`config.mk`:
```
export PLATFORM = sky130hd
export DESIGN_NAME = maxaddr_dev_flat
export DESIGN_NICKNAME = d
export VERILOG_FILES = /design/src/common/maxaddr_pkg.sv /design/src/common/taskfile_if.sv /design/src/hdl/maxaddr_dev.sv /design/src/flat_wrapper.sv
export SDC_FILE = /design/constraint.sdc
export NUM_CORES = 2
export LEC_CHECK = 0
export ABC_CLOCK_PERIOD_IN_PS = 14900
export BUFFER_PORTS_ARGS = -buffer_cell sky130_fd_sc_hd__buf_2
export CAP_MARGIN = 20
export CORE_ASPECT_RATIO = 0.8
export CORE_MARGIN = 2
export CORE_UTILIZATION = 45
export CTS_CLUSTER_SIZE = 12
export DETAILED_ROUTE_END_ITERATION = 6
export GPL_TIMING_DRIVEN = 0
export PLACE_DENSITY_LB_ADDON = 0.2
export REMOVE_ABC_BUFFERS = 1
export SYNTH_ARGS = -nofsm -noshare
export SYNTH_HDL_FRONTEND = slang
export SYNTH_SLANG_ARGS = --single-unit
```
`constraint.sdc`:
```
create_clock -name mclk_i -period 14.9 [get_ports mclk_i]
set_clock_uncertainty 0.05 [all_clocks]
set_input_delay 0.745 -clock mclk_i [delete_from_list [all_inputs] [get_ports mclk_i]]
set_output_delay 0.745 -clock mclk_i [all_outputs]
set_load 0.02 [all_outputs]
```
`src/common/maxaddr_pkg.sv`:
```
package maxaddr_pkg;
    // ----------------------------------------------------------------
    // command codes and subcommands
    // ----------------------------------------------------------------
    localparam logic [7:0]  CMD_SET_MAX        = 8'hf9;
    localparam logic [7:0]  CMD_READ_NATIVE    = 8'hf8;
    localparam logic [7:0]  CMD_SET_MAX_EXT    = 8'h37;
    localparam logic [7:0]  CMD_READ_SECTORS   = 8'h20;
    localparam logic [7:0]  CMD_WRITE_SECTORS  = 8'h30;
    localparam logic [7:0]  SUB_SET_PASSWORD   = 8'h01;
    localparam logic [7:0]  SUB_LOCK           = 8'h02;
    localparam logic [7:0]  SUB_UNLOCK         = 8'h03;
    localparam logic [7:0]  SUB_FREEZE         = 8'h04;
    // ----------------------------------------------------------------
    // taskfile field positions
    // ----------------------------------------------------------------
    localparam int          SC_PERSIST_BIT     = 0;
    localparam int          DH_LBA_BIT         = 6;
    localparam int          ERR_ABORT_BIT      = 2;
    localparam int          ST_BUSY_BIT        = 7;
    localparam int          ST_READY_BIT       = 6;
    localparam int          ST_FAULT_BIT       = 5;
    localparam int          ST_SEEK_BIT        = 4;
    localparam int          ST_DRQ_BIT         = 3;
    localparam int          ST_ERR_BIT         = 0;
    // ----------------------------------------------------------------
    // capacity, geometry and data sector layout
    // ----------------------------------------------------------------
    localparam logic [47:0] NATIVE_MAX         = 48'h0000_2000_0000;
    localparam logic [47:0] LBA28_MAX          = 48'h0000_0fff_ffff;
    localparam logic        LBA48_SUPPORTED    = 1'b1;
    localparam logic [3:0]  CHS_HEADS          = 4'hf;
    localparam logic [7:0]  CHS_SECTORS        = 8'h3f;
    localparam logic [7:0]  SECTOR_WORDS_LAST  = 8'hff;
    localparam logic [7:0]  PW_FIRST_WORD      = 8'h01;
    localparam logic [7:0]  PW_LAST_WORD       = 8'h10;
    localparam int          PW_WORDS           = 16;
    localparam logic [2:0]  UNLOCK_TRIES       = 3'h5;
    // ----------------------------------------------------------------
    // controller register map (apb byte offsets)
    // ----------------------------------------------------------------
    localparam logic [7:0]  REG_TF_A           = 8'h00;
    localparam logic [7:0]  REG_TF_B           = 8'h04;
    localparam logic [7:0]  REG_CTRL           = 8'h08;
    localparam logic [7:0]  REG_DATA           = 8'h0c;
    localparam logic [7:0]  REG_STAT           = 8'h10;
    localparam logic [7:0]  REG_RESULT         = 8'h14;
    localparam int          CTRL_GO_BIT        = 0;
    localparam int          CTRL_HRST_BIT      = 1;
endpackage : maxaddr_pkg

```
`src/common/taskfile_if.sv`:
```
interface taskfile_if;
    logic        cmd_stb;
    logic [7:0]  feature;
    logic [7:0]  sec_cnt;
    logic [7:0]  sec_num;
    logic [7:0]  cyl_lo;
    logic [7:0]  cyl_hi;
    logic [7:0]  dev_head;
    logic [7:0]  command;
    logic        data_stb;
    logic [15:0] data;
    logic        hard_reset;
    logic        busy;
    logic        drq;
    logic        done;
    logic [7:0]  command_fault_flags;
    logic [7:0]  device_condition_flags;
    logic [7:0]  ret_sec_num;
    logic [7:0]  ret_cyl_lo;
    logic [7:0]  ret_cyl_hi;
    logic [7:0]  ret_dev_head;

    modport dev (
        input  cmd_stb, feature, sec_cnt, sec_num, cyl_lo, cyl_hi, dev_head, command,
        input  data_stb, data, hard_reset,
        output busy, drq, done, command_fault_flags, device_condition_flags,
        output ret_sec_num, ret_cyl_lo, ret_cyl_hi, ret_dev_head
    );
    modport host (
        output cmd_stb, feature, sec_cnt, sec_num, cyl_lo, cyl_hi, dev_head, command,
        output data_stb, data, hard_reset,
        input  busy, drq, done, command_fault_flags, device_condition_flags,
        input  ret_sec_num, ret_cyl_lo, ret_cyl_hi, ret_dev_head
    );
endinterface : taskfile_if

```
`src/hdl/maxaddr_dev.sv`:
```
module maxaddr_dev
    import maxaddr_pkg::*;
(
    input  wire logic        mclk_i,
    input  wire logic        rst_i,
    input  wire logic        offset_mode_i,
    input  wire logic        nv_valid_i,
    input  wire logic [47:0] nv_max_i,
    output logic             nv_wr_o,
    output logic [47:0]      nv_max_o,
    output logic [31:0]      id_w61_60_o,
    output logic [63:0]      id_w103_100_o,
    taskfile_if.dev          tf
);
    typedef enum logic [1:0] {
        ST_IDLE = 2'b00,
        ST_XFER = 2'b01,
        ST_DONE = 2'b10
    } state_t;

    state_t      state_r;
    logic        xfer_unlock_r;
    logic [7:0]  word_cnt_r;
    logic [15:0] pw_r [PW_WORDS];
    logic [15:0] pw_in_r [PW_WORDS];
    logic        load_r;
    logic [47:0] cur_max_r;
    logic        prev_native_r;
    logic        persist_done_r;
    logic        hpa_ext_r;
    logic        locked_r;
    logic        frozen_r;
    logic [2:0]  tries_r;
    logic        abort_r;
    logic        pw_match;

    // ----------------------------------------------------------------
    // address helpers
    // ----------------------------------------------------------------
    function automatic logic [47:0] chs_max(input logic [15:0] cyl);
        logic [47:0] prod;
        prod = 48'(cyl) * (48'(CHS_HEADS) + 48'h1) * 48'(CHS_SECTORS);
        return prod - 48'h1;
    endfunction : chs_max

    logic        lba_mode;
    logic        persist;
    logic [47:0] lba_req;
    logic [47:0] req_max;
    logic [47:0] new_max;
    logic        set_bad;

    always_comb begin
        lba_mode = tf.dev_head[DH_LBA_BIT];
        persist  = tf.sec_cnt[SC_PERSIST_BIT];
        lba_req  = {20'h0, tf.dev_head[3:0], tf.cyl_hi, tf.cyl_lo, tf.sec_num};
        req_max  = lba_mode ? lba_req : chs_max({tf.cyl_hi, tf.cyl_lo});
        new_max  = req_max;
        if (NATIVE_MAX > LBA28_MAX && req_max == LBA28_MAX) begin
            new_max = NATIVE_MAX;
        end
        set_bad = locked_r || frozen_r
               || hpa_ext_r
               || (persist && persist_done_r)
               || (persist && offset_mode_i)
               || (req_max > NATIVE_MAX);
    end

    always_comb begin
        pw_match = 1'b1;
        for (int i = 0; i < PW_WORDS; i++) begin
            if (pw_r[i] != pw_in_r[i]) begin
                pw_match = 1'b0;
            end
        end
    end

    // ----------------------------------------------------------------
    // command sequencing
    // ----------------------------------------------------------------
    always_ff @(posedge mclk_i) begin
        if (rst_i) begin
            state_r       <= ST_IDLE;
            xfer_unlock_r <= 1'b0;
            word_cnt_r    <= 8'h00;
            abort_r       <= 1'b0;
        end else begin
            unique case (state_r)
                ST_IDLE: begin
                    if (tf.cmd_stb) begin
                        state_r <= ST_DONE;
                        abort_r <= 1'b1;
                        if (tf.command == CMD_SET_MAX && prev_native_r) begin
                            abort_r <= set_bad;
                        end else if (tf.command == CMD_SET_MAX) begin
                            unique case (tf.feature)
                                SUB_SET_PASSWORD: begin
                                    if (!(locked_r || frozen_r)) begin
                                        abort_r       <= 1'b0;
                                        state_r       <= ST_XFER;
                                        xfer_unlock_r <= 1'b0;
                                        word_cnt_r    <= 8'h00;
                                    end
                                end
                                SUB_LOCK: abort_r <= locked_r || frozen_r;
                                SUB_UNLOCK: begin
                                    if (!frozen_r && tries_r != 3'h0) begin
                                        abort_r       <= 1'b0;
                                        state_r       <= ST_XFER;
                                        xfer_unlock_r <= 1'b1;
                                        word_cnt_r    <= 8'h00;
                                    end
                                end
                                SUB_FREEZE: abort_r <= frozen_r;
                                default: abort_r <= 1'b1;
                            endcase
                        end else if (tf.command == CMD_READ_SECTORS
                                  || tf.command == CMD_WRITE_SECTORS) begin
                            abort_r <= lba_req > cur_max_r;
                        end else begin
                            abort_r <= 1'b0;
                        end
                    end
                end
                ST_XFER: begin
                    if (tf.data_stb) begin
                        word_cnt_r <= word_cnt_r + 8'h01;
                        if (word_cnt_r == SECTOR_WORDS_LAST) begin
                            state_r <= ST_DONE;
                            abort_r <= xfer_unlock_r && !pw_match;
                        end
                    end
                end
                ST_DONE: state_r <= ST_IDLE;
                default: state_r <= ST_IDLE;
            endcase
        end
    end

    // ----------------------------------------------------------------
    // password capture
    // ----------------------------------------------------------------
    always_ff @(posedge mclk_i) begin
        if (rst_i) begin
            for (int i = 0; i < PW_WORDS; i++) begin
                pw_in_r[i] <= 16'h0000;
            end
        end else if (state_r == ST_XFER && tf.data_stb
                     && word_cnt_r >= PW_FIRST_WORD && word_cnt_r <= PW_LAST_WORD) begin
            pw_in_r[4'(word_cnt_r - PW_FIRST_WORD)] <= tf.data;
        end
    end

    // ----------------------------------------------------------------
    // security state
    // ----------------------------------------------------------------
    wire xfer_end = state_r == ST_XFER && tf.data_stb && word_cnt_r == SECTOR_WORDS_LAST;
    wire sub_ok   = state_r == ST_IDLE && tf.cmd_stb && tf.command == CMD_SET_MAX
                    && !prev_native_r;

    always_ff @(posedge mclk_i) begin
        if (rst_i) begin
            for (int i = 0; i < PW_WORDS; i++) begin
                pw_r[i] <= 16'h0000;
            end
            locked_r <= 1'b0;
            frozen_r <= 1'b0;
        end else if (xfer_end && !xfer_unlock_r) begin
            pw_r     <= pw_in_r;
            locked_r <= 1'b0;
        end else if (xfer_end && pw_match) begin
            locked_r <= 1'b0;
        end else if (sub_ok && tf.feature == SUB_LOCK && !frozen_r) begin
            locked_r <= 1'b1;
        end else if (sub_ok && tf.feature == SUB_FREEZE && !frozen_r) begin
            frozen_r <= 1'b1;
            locked_r <= 1'b0;
        end
    end

    always_ff @(posedge mclk_i) begin
        if (rst_i || tf.hard_reset) begin
            tries_r <= UNLOCK_TRIES;
        end else if (xfer_end && xfer_unlock_r && !pw_match) begin
            tries_r <= tries_r - 3'h1;
        end
    end

    // ----------------------------------------------------------------
    // maximum address state
    // ----------------------------------------------------------------
    wire set_ok = state_r == ST_IDLE && tf.cmd_stb && tf.command == CMD_SET_MAX
                  && prev_native_r && !set_bad;

    always_ff @(posedge mclk_i) begin
        if (rst_i) begin
            load_r    <= 1'b1;
            cur_max_r <= NATIVE_MAX;
        end else if (load_r) begin
            load_r    <= 1'b0;
            cur_max_r <= nv_valid_i ? nv_max_i : NATIVE_MAX;
        end else if (set_ok) begin
            cur_max_r <= new_max;
        end
    end

    always_ff @(posedge mclk_i) begin
        if (rst_i || tf.hard_reset) begin
            persist_done_r <= 1'b0;
        end else if (set_ok && persist) begin
            persist_done_r <= 1'b1;
        end
    end

    always_ff @(posedge mclk_i) begin
        if (rst_i) begin
            nv_wr_o  <= 1'b0;
            nv_max_o <= 48'h0;
        end else begin
            nv_wr_o <= set_ok && persist;
            if (set_ok && persist) begin
                nv_max_o <= new_max;
            end
        end
    end

    always_ff @(posedge mclk_i) begin
        if (rst_i) begin
            prev_native_r <= 1'b0;
            hpa_ext_r     <= 1'b0;
        end else if (state_r == ST_IDLE && tf.cmd_stb) begin
            prev_native_r <= tf.command == CMD_READ_NATIVE;
            if (tf.command == CMD_SET_MAX_EXT) begin
                hpa_ext_r <= 1'b1;
            end
        end
    end

    always_ff @(posedge mclk_i) begin
        if (rst_i) begin
            id_w61_60_o   <= NATIVE_MAX > LBA28_MAX ? LBA28_MAX[31:0] : NATIVE_MAX[31:0];
            id_w103_100_o <= 64'h0;
        end else begin
            id_w61_60_o   <= cur_max_r > LBA28_MAX ? LBA28_MAX[31:0] : cur_max_r[31:0];
            id_w103_100_o <= LBA48_SUPPORTED ? {16'h0, cur_max_r} : 64'h0;
        end
    end

    // ----------------------------------------------------------------
    // answer registers
    // ----------------------------------------------------------------
    always_ff @(posedge mclk_i) begin
        if (rst_i) begin
            tf.ret_sec_num  <= 8'h00;
            tf.ret_cyl_lo   <= 8'h00;
            tf.ret_cyl_hi   <= 8'h00;
            tf.ret_dev_head <= 8'h00;
        end else if (state_r == ST_IDLE && tf.cmd_stb && tf.command == CMD_SET_MAX
                     && prev_native_r) begin
            if (lba_mode) begin
                tf.ret_sec_num  <= set_ok ? new_max[7:0]   : cur_max_r[7:0];
                tf.ret_cyl_lo   <= set_ok ? new_max[15:8]  : cur_max_r[15:8];
                tf.ret_cyl_hi   <= set_ok ? new_max[23:16] : cur_max_r[23:16];
                tf.ret_dev_head <= {tf.dev_head[7:4], set_ok ? new_max[27:24] : cur_max_r[27:24]};
            end else begin
                tf.ret_sec_num  <= CHS_SECTORS;
                tf.ret_cyl_lo   <= tf.cyl_lo;
                tf.ret_cyl_hi   <= tf.cyl_hi;
                tf.ret_dev_head <= {tf.dev_head[7:4], CHS_HEADS};
            end
        end
    end

    always_comb begin
        tf.busy = state_r != ST_IDLE;
        tf.drq  = state_r == ST_XFER;
        tf.done = state_r == ST_DONE;
        tf.command_fault_flags = 8'h00;
        tf.command_fault_flags[ERR_ABORT_BIT] = abort_r;
        tf.device_condition_flags = 8'h00;
        tf.device_condition_flags[ST_BUSY_BIT]  = state_r != ST_IDLE && state_r != ST_DONE;
        tf.device_condition_flags[ST_READY_BIT] = 1'b1;
        tf.device_condition_flags[ST_FAULT_BIT] = 1'b0;
        tf.device_condition_flags[ST_SEEK_BIT]  = 1'b1;
        tf.device_condition_flags[ST_DRQ_BIT]   = state_r == ST_XFER;
        tf.device_condition_flags[ST_ERR_BIT]   = abort_r;
    end
endmodule : maxaddr_dev

```
`src/flat_wrapper.sv`:
```
// flat-port wrapper written by rule: the top's interface ports become plain ports
module maxaddr_dev_flat import maxaddr_pkg::*;
  (mclk_i, rst_i, offset_mode_i, nv_valid_i, nv_max_i, nv_wr_o, nv_max_o, id_w61_60_o, id_w103_100_o, tf_cmd_stb, tf_feature, tf_sec_cnt, tf_sec_num, tf_cyl_lo, tf_cyl_hi, tf_dev_head, tf_command, tf_data_stb, tf_data, tf_hard_reset, tf_busy, tf_drq, tf_done, tf_command_fault_flags, tf_device_condition_flags, tf_ret_sec_num, tf_ret_cyl_lo, tf_ret_cyl_hi, tf_ret_dev_head);
  taskfile_if tf_i ();
  input  wire logic mclk_i;
  input  wire logic rst_i;
  input  wire logic offset_mode_i;
  input  wire logic nv_valid_i;
  input  wire logic [47:0] nv_max_i;
  output logic nv_wr_o;
  output logic [47:0] nv_max_o;
  output logic [31:0] id_w61_60_o;
  output logic [63:0] id_w103_100_o;
  input wire logic [$bits(tf_i.cmd_stb)-1:0] tf_cmd_stb;
  input wire logic [$bits(tf_i.feature)-1:0] tf_feature;
  input wire logic [$bits(tf_i.sec_cnt)-1:0] tf_sec_cnt;
  input wire logic [$bits(tf_i.sec_num)-1:0] tf_sec_num;
  input wire logic [$bits(tf_i.cyl_lo)-1:0] tf_cyl_lo;
  input wire logic [$bits(tf_i.cyl_hi)-1:0] tf_cyl_hi;
  input wire logic [$bits(tf_i.dev_head)-1:0] tf_dev_head;
  input wire logic [$bits(tf_i.command)-1:0] tf_command;
  input wire logic [$bits(tf_i.data_stb)-1:0] tf_data_stb;
  input wire logic [$bits(tf_i.data)-1:0] tf_data;
  input wire logic [$bits(tf_i.hard_reset)-1:0] tf_hard_reset;
  output wire logic [$bits(tf_i.busy)-1:0] tf_busy;
  output wire logic [$bits(tf_i.drq)-1:0] tf_drq;
  output wire logic [$bits(tf_i.done)-1:0] tf_done;
  output wire logic [$bits(tf_i.command_fault_flags)-1:0] tf_command_fault_flags;
  output wire logic [$bits(tf_i.device_condition_flags)-1:0] tf_device_condition_flags;
  output wire logic [$bits(tf_i.ret_sec_num)-1:0] tf_ret_sec_num;
  output wire logic [$bits(tf_i.ret_cyl_lo)-1:0] tf_ret_cyl_lo;
  output wire logic [$bits(tf_i.ret_cyl_hi)-1:0] tf_ret_cyl_hi;
  output wire logic [$bits(tf_i.ret_dev_head)-1:0] tf_ret_dev_head;
  assign tf_i.cmd_stb = tf_cmd_stb;
  assign tf_i.feature = tf_feature;
  assign tf_i.sec_cnt = tf_sec_cnt;
  assign tf_i.sec_num = tf_sec_num;
  assign tf_i.cyl_lo = tf_cyl_lo;
  assign tf_i.cyl_hi = tf_cyl_hi;
  assign tf_i.dev_head = tf_dev_head;
  assign tf_i.command = tf_command;
  assign tf_i.data_stb = tf_data_stb;
  assign tf_i.data = tf_data;
  assign tf_i.hard_reset = tf_hard_reset;
  assign tf_busy = tf_i.busy;
  assign tf_drq = tf_i.drq;
  assign tf_done = tf_i.done;
  assign tf_command_fault_flags = tf_i.command_fault_flags;
  assign tf_device_condition_flags = tf_i.device_condition_flags;
  assign tf_ret_sec_num = tf_i.ret_sec_num;
  assign tf_ret_cyl_lo = tf_i.ret_cyl_lo;
  assign tf_ret_cyl_hi = tf_i.ret_cyl_hi;
  assign tf_ret_dev_head = tf_i.ret_dev_head;
  maxaddr_dev u_core (.mclk_i(mclk_i), .rst_i(rst_i), .offset_mode_i(offset_mode_i), .nv_valid_i(nv_valid_i), .nv_max_i(nv_max_i), .nv_wr_o(nv_wr_o), .nv_max_o(nv_max_o), .id_w61_60_o(id_w61_60_o), .id_w103_100_o(id_w103_100_o), .tf(tf_i));
endmodule
```
==> Word-level counts from Yosys, hierarchy flattened <==
Index checks and enable logic that the tools add are counted.
{ "word_totals": {"input_bits": 127, "output_inout_bits": 196, "register_bits": 758, "elab_cells": 227} }
{ "op_classes": {"n_mux": 65, "order_cmp": 7, "n_bitwise": 5, "mul": 1, "reduce_logical": 52, "n_addsub": 4, "eq_ne": 40} }
{ "op_table": {"columns": ["cell", "count"], "rows": [
  ["256-bit bitwise mux", 1],
  ["16-bit != test", 16],
  ["48-bit 2-to-1 mux", 5],
  ["8-bit 2-to-1 mux", 12],
  ["16-bit demux with 4-bit select", 1],
  ["48-bit by 28-bit equality test with 1-bit output, second input constant", 1],
  ["28-bit by 48-bit > comparator with 1-bit output", 1],
  ["48-bit by 28-bit > comparator with 1-bit output, second input constant", 1],
  ["48-bit by 30-bit > comparator with 1-bit output, second input constant", 1],
  ["8-bit case mux with 2 select lines", 2],
  ["1-bit 2-to-1 mux", 29],
  ["27-bit by 1-bit subtractor with 28-bit output, second input constant", 1],
  ["1-bit logical AND", 25],
  ["8-bit by 6-bit equality test with 1-bit output, second input constant", 3],
  ["8-bit equality test, second input constant", 3],
  ["16-bit by 6-bit multiplier with 22-bit output, second input constant", 1],
  ["8-bit by 2-bit equality test with 1-bit output, second input constant", 2],
  ["16-bit 2-to-1 mux", 1],
  ["2-bit 2-to-1 mux", 7],
  ["2-bit != test, second input constant", 6],
  ["2-bit nonzero test", 5],
  ["8-bit by 1-bit adder with 8-bit output, second input constant", 1],
  ["8-bit by 1-bit equality test with 1-bit output, second input constant", 1],
  ["8-bit by 3-bit equality test with 1-bit output, second input constant", 1],
  ["other kinds (29)", 47]
]} }

==> Depth between registers and ports, before layout <==
{ "depth": {"word_depth": 22, "ltp_mapped": 24, "ltp_nobuf": 19} }

==> Worst setup path after synthesis <==
No wires, ideal clock.
{ "synth_timing": {"path_type": "input to register", "startpoint": "input tf_cyl_lo[5]", "endpoint": "register u_core.cur_max_r[14]", "arrival_time_ns": 6.163, "n_path_buf": 2, "path_slack_ns": 8.570, "setup_time_ns": 0.117, "stages": 21, "required_ns": 14.733, "cell_sequence": "inv_1 fa_1 inv_1 fa_1 inv_1 fa_1 inv_1 ha_1 buf_6 a21o_4 a31oi_4 a211oi_2 or4_4 a222oi_1 nand4_1 o31a_1 a31oi_4 nand4_4 o31a_4 buf_6 a22o_1"} }
{ "synth_between": {"elab_chain_len": 8, "word_cells_on_any_way": 12, "classes_between": "add/sub (1); mul (1); order compare (1); eq/ne (1); mux (4); reduce/logical (4)"} }
{ "synth_rtl": {"columns": ["item", "line", "source"], "rows": [
  ["start: declaration", "flat_wrapper.sv:18", "input wire logic [$bits(tf_i.cyl_lo)-1:0] tf_cyl_lo;"],
  ["16-bit by 6-bit multiplier with 22-bit output", "maxaddr_dev.sv:42", "prod = 48'(cyl) * (48'(CHS_HEADS) + 48'h1) * 48'(CHS_SECTORS);"],
  ["27-bit by 1-bit subtractor with 28-bit output", "maxaddr_dev.sv:43", "return prod - 48'h1;"],
  ["48-bit 2-to-1 mux *", "maxaddr_dev.sv:57", "req_max = lba_mode ? lba_req : chs_max({tf.cyl_hi, tf.cyl_lo});"],
  ["48-bit by 30-bit > comparator with 1-bit output", "maxaddr_dev.sv:66", "|| (req_max > NATIVE_MAX);"],
  ["1-bit logical OR", "maxaddr_dev.sv:66", null],
  ["1-bit zero test", "maxaddr_dev.sv:193", "&& prev_native_r && !set_bad;"],
  ["1-bit logical AND", "maxaddr_dev.sv:193", null],
  ["2-bit nonzero test (no source line)", null, null],
  ["end signal: assignment", "maxaddr_dev.sv:201", "cur_max_r <= nv_valid_i ? nv_max_i : NATIVE_MAX;"],
  ["end signal: assignment", "maxaddr_dev.sv:203", "cur_max_r <= new_max;"],
  ["end: declaration", "maxaddr_dev.sv:27", "logic [47:0] cur_max_r;"]
]} }
Mark *: on every way between the ends. The rest lies on a longest branch, timed or not. The select of a mux whose other input is x is not followed.
A chain may end at the register's enable or synchronous reset.

==> Worst setup path after layout <==
{ "layout_timing": {"startpoint": "input tf_cyl_lo[7]", "endpoint": "register u_core.cur_max_r[4]"} }
The elaborated chain is that of the path after synthesis.

==> summary.txt <==
Outcome
  • Result of the run: finished, final reports clean

Power and ir drop
  • Power density over cell area: between 100 and 150 nW/um^2
  • Internal power consumption: roughly 3400 uW
  • Net load switching power: about 1500 uW
  • Switching share of power: 0.302
  • Peak supply drop: 78.7 uV
  • Sequential share of power: 0.399
  • Lkg Pwr: around 0.015 uW
  • Portion of total power attributed to the clock network: 0.393
  • Overall power of the completed layout: 4900 uW
  • Fraction of power consumed by combinational cells: 0.209

Final layout
  • Layout Area Growth over Synthesis: 14.6%
  • Final Net Count: between 4000 and 5000
  • Share of cells above drive strength 1: 0.119

Setup path
  • Critical Setup Path Class: input port to register
  • Data arrival at the endpoint of the critical path: between 7000 and 8000 ps
  • Critical path data required time: around 15000 ps
  • Crit path max fanout: 29
  • Worst Setup Start Kind: input port
  • Sort of element at the end of the critical path: register

Synth
  • Area of the mapped netlist: approximately 33000 um^2
  • EDFF count, synth: 0
  • Synthesized area per cell: 8.28 um^2
  • Dominant cell by count in the synthesized netlist: sky130_fd_sc_hd__nand2_1
  • Syn Inst Count: slightly below 4000
  • Cell types with the largest area share after synthesis: sky130_fd_sc_hd__dfxtp_1 44%, sky130_fd_sc_hd__nand2_1 10%, sky130_fd_sc_hd__a21oi_1 7.6%
  • Library cells used by synthesis: 85
  • Register bit total from synthesis: around 720
  • Ranking of synthesized cells by instance count: 915 x sky130_fd_sc_hd__nand2_1, 724 x sky130_fd_sc_hd__dfxtp_1, 496 x sky130_fd_sc_hd__a21oi_1, 278 x sky130_fd_sc_hd__nor2_1, 229 x sky130_fd_sc_hd__clkbuf_1
  • YS warnings: 0
  • Synth top area share: 0.441
  • Synth async-reset ratio: 0
  • Post-synthesis sequential area ratio: 0.441
  • Post-synthesis cell type with the largest combined area: sky130_fd_sc_hd__dfxtp_1
  • Most common flop cell mapped by yosys: sky130_fd_sc_hd__dfxtp_1

Clocking
  • Post-cts repair resize count: 0
  • Skew-Pair Late Insertion Delay: about 630 ps
  • Maximum number of buffers from clock root to sink: 3
  • Cts bufs inserted: 77
  • Number of clock sinks seen by CTS: about 720
  • Library cell used as clock root buffer: sky130_fd_sc_hd__clkbuf_16
  • Post-CTS setup buffer count: 0
  • Total number of H-tree levels: 3
  • Clock-pin slew of the registers on the worst-case setup and hold paths: 60 ps
  • CTS tree: done
  • Hold buffer count at cts: 0

Route
  • First-pass detailed-route iteration total: 5
  • Total vias in the final route: between 20000 and 30000
  • DR iter-0 viols: around 2500
  • DRC viols: 0
  • Drt wl/cell: ~19 um
  • Total detailed-routing wirelength: slightly below 100000 um
  • Antenna violation net count after detailed routing: 0
  • Number of vias per cell after detailed routing: 5.44

Die
  • Die outline area: around 75000 um^2
  • Area of the core: ~72000 um^2
  • Die width: ~310 um
  • Starting Density: 0.455
  • Total number of placement rows: 88
  • Number of top-level pins: about 320
  • Vertical die dimension: roughly 250 um

Placement
  • Setup WS pre-CTS: a little under 7000 ps
  • Final weighted congestion in routability-driven placement: 0.925
  • Number of I/O port buffers: approximately 290
  • Detailed placement HPWL: ~64000 um

Timing
  • Worst hold slack across all endpoints: approximately 260 ps
  • Unrepaired setup endpoints after global routing: no
  • Final critical path time including I/O delays and setup: about 7600 ps
  • Number of setup violations in the final report: 0
  • Slew at the pin closest to its max-slew limit: 1100 ps
  • Rel. slew slack: 0.261
  • Final cycle utilization of the critical path: 0.507
  • Final Hold Vio Count: 0
  • Post-Route Setup TNS: 0 ps
  • Min setup slack post-route: between 7000 and 8000 ps
  • Timing-limited maximum frequency: between 100 and 150 MHz
  • Number of max-slew violations in the final report: 0

Flow run
  • # Max-Cap Violations: 0

Global route
  • First-pass GRT wire length: ~150000 um
  • Aggregate global-route resource usage: 0.254
  • Largest net degree at the start of global routing: between 150 and 200
  • Number of global-route vias before repair: 25100
  • Antenna violations before repair: 6
  • Overflow after GRT: 0

Hold path
  • Tightest Hold Check Type: input port to register
## per-stage QoR
stage                     instance area (um^2)  utilization  instances
after detailed placement                 35100        0.486       4964
after global routing                     37600        0.521       5100
after CTS                                37600        0.521       5095
final                                    37600        0.521       5101
after global placement                   34200        0.474       4927
after floorplan                          31600            -       3695
## logic make-up after synthesis
logic type	Yosys count	synth area share
adder cells (fa/ha/maj)	111	0.0521
XOR/XNOR	252	0.0672
multiplexers	138	0.0421
other	2	0.000229
AO/OA/AOI/OAI	824	0.150
flip-flops	724	0.441
buffers and inverters	445	0.0573
AND/OR/NAND/NOR	1469	0.189
## flip-flops by register name, summed over array words and instances, names as in the netlist, 2 cells and up
register                flops
u_core.id_w103_100_o       48
u_core.tf.ret_dev_head      8
u_core.state_r              2
u_core.tf.ret_cyl_lo        8
u_core.id_w61_60_o         32
u_core.tf.ret_cyl_hi        8
u_core.tries_r              3
u_core.cur_max_r           48
u_core.tf.ret_sec_num       8
u_core.word_cnt_r           8
u_core.pw_in_r            256
u_core.nv_max_o            30
u_core.pw_r               256
## per-layer routing
metal	vias to the layer above	global-route usage	wire [um]	part of all wire
met3	124	0.0449	7160	0.073
met1	13200	0.377	46600	0.48
li1	13500	-	-	-
met4	2	0.0657	1970	0.020
met5	-	0	13	0.00013
met2	928	0.380	42100	0.43
## final timing paths
check / cells past startpoint / slack (ps) / startpoint / to
worst max-delay path: 21 / 7350 / tf_cyl_lo[7] / u_core.cur_max_r[4]$_SDFFE_PP0P_
worst min-delay path: 2 / 260 / tf_hard_reset / u_core.tries_r[1]$_SDFFE_PP0P_
worst max register to register: 9 / 10260 / u_core.state_r[0]$_SDFFE_PP0P_ / u_core.nv_max_o[14]$_SDFFE_PP0P_
worst min register to register: 2 / 400 / u_core.nv_max_o[25]$_SDFFE_PP0P_ / u_core.nv_max_o[25]$_SDFFE_PP0P_
## worst max-delay path, cell delays in order
cell                       delay [ps]
sky130_fd_sc_hd__buf_2            260
sky130_fd_sc_hd__inv_1            130
sky130_fd_sc_hd__fa_1             560
sky130_fd_sc_hd__inv_1             80
sky130_fd_sc_hd__fa_1             530
sky130_fd_sc_hd__inv_1             50
sky130_fd_sc_hd__fa_1             520
sky130_fd_sc_hd__inv_1             40
sky130_fd_sc_hd__ha_1             440
sky130_fd_sc_hd__a21o_4           210
sky130_fd_sc_hd__a311oi_1          70
sky130_fd_sc_hd__nor4b_1          770
sky130_fd_sc_hd__o21ai_0          260
sky130_fd_sc_hd__a222oi_1         660
sky130_fd_sc_hd__nand4_1          320
sky130_fd_sc_hd__o31a_1           510
sky130_fd_sc_hd__a31oi_4          250
sky130_fd_sc_hd__nand4_2          640
sky130_fd_sc_hd__buf_16           430
sky130_fd_sc_hd__nor2_2           340
sky130_fd_sc_hd__o41ai_1          140
## cell type report
class	count	area (um^2)
Multi-Input combinational cell	2826	16700
Fill cell	6828	34600
Timing Repair Buffer	326	2250
Sequential cell	724	14500
Antenna cell	4	10.0
Clock inverter	15	229
Tap cell	945	1180
Inverter	145	544
Clock buffer	116	2270
## power groups by stage
stage | Clock, uW | Sequential, uW | Combinational (uW)
after floorplan | 0 | 2000 | 685
after global placement | 0 | 1990 | 988
after detailed placement | 0 | 1990 | 1000
after CTS | 1960 | 1950 | 1010
after global routing | 2040 | 1950 | 1130
final | 1920 | 1950 | 1020
## cells in the final DEF, fill, tap and decap left out, types with 9 or more instances in the layout
cell                        netlist  final
sky130_fd_sc_hd__fa_1            43     43
sky130_fd_sc_hd__clkbuf_16        0     79
sky130_fd_sc_hd__xor2_1          48     48
sky130_fd_sc_hd__o21a_1          12     12
sky130_fd_sc_hd__dfxtp_1        724    724
sky130_fd_sc_hd__nand4_1         70     70
sky130_fd_sc_hd__nor2b_1         31     29
sky130_fd_sc_hd__nand2_1        915    914
sky130_fd_sc_hd__inv_1          145    144
sky130_fd_sc_hd__and3_1          12     11
sky130_fd_sc_hd__a22o_1          17     17
sky130_fd_sc_hd__buf_2           10    287
sky130_fd_sc_hd__a21oi_1        496    496
sky130_fd_sc_hd__buf_12           0      9
sky130_fd_sc_hd__nand3_1         30     26
sky130_fd_sc_hd__nor2_1         278    269
sky130_fd_sc_hd__o22ai_1         11     11
sky130_fd_sc_hd__xnor2_1        204    204
sky130_fd_sc_hd__a31oi_1         10     10
sky130_fd_sc_hd__mux2i_1        137    137
sky130_fd_sc_hd__conb_1           2     32
sky130_fd_sc_hd__a211oi_1        29     29
sky130_fd_sc_hd__a221oi_1        14     14
sky130_fd_sc_hd__buf_8            0      9
sky130_fd_sc_hd__o211ai_1        40     40
sky130_fd_sc_hd__clkbuf_1       229     22
sky130_fd_sc_hd__nor2_2           2     11
sky130_fd_sc_hd__ha_1            68     68
sky130_fd_sc_hd__nor4_1          35     35
sky130_fd_sc_hd__or2_2           16     16
sky130_fd_sc_hd__o21ai_0         66     65
sky130_fd_sc_hd__buf_16           0     17
sky130_fd_sc_hd__or3_1           14     14
sky130_fd_sc_hd__a21o_1          20     20
sky130_fd_sc_hd__clkbuf_8         0     15
sky130_fd_sc_hd__a22oi_1         29     29
sky130_fd_sc_hd__nor3_1          24     24
Note: power is estimated with default switching activity, not from simulation.
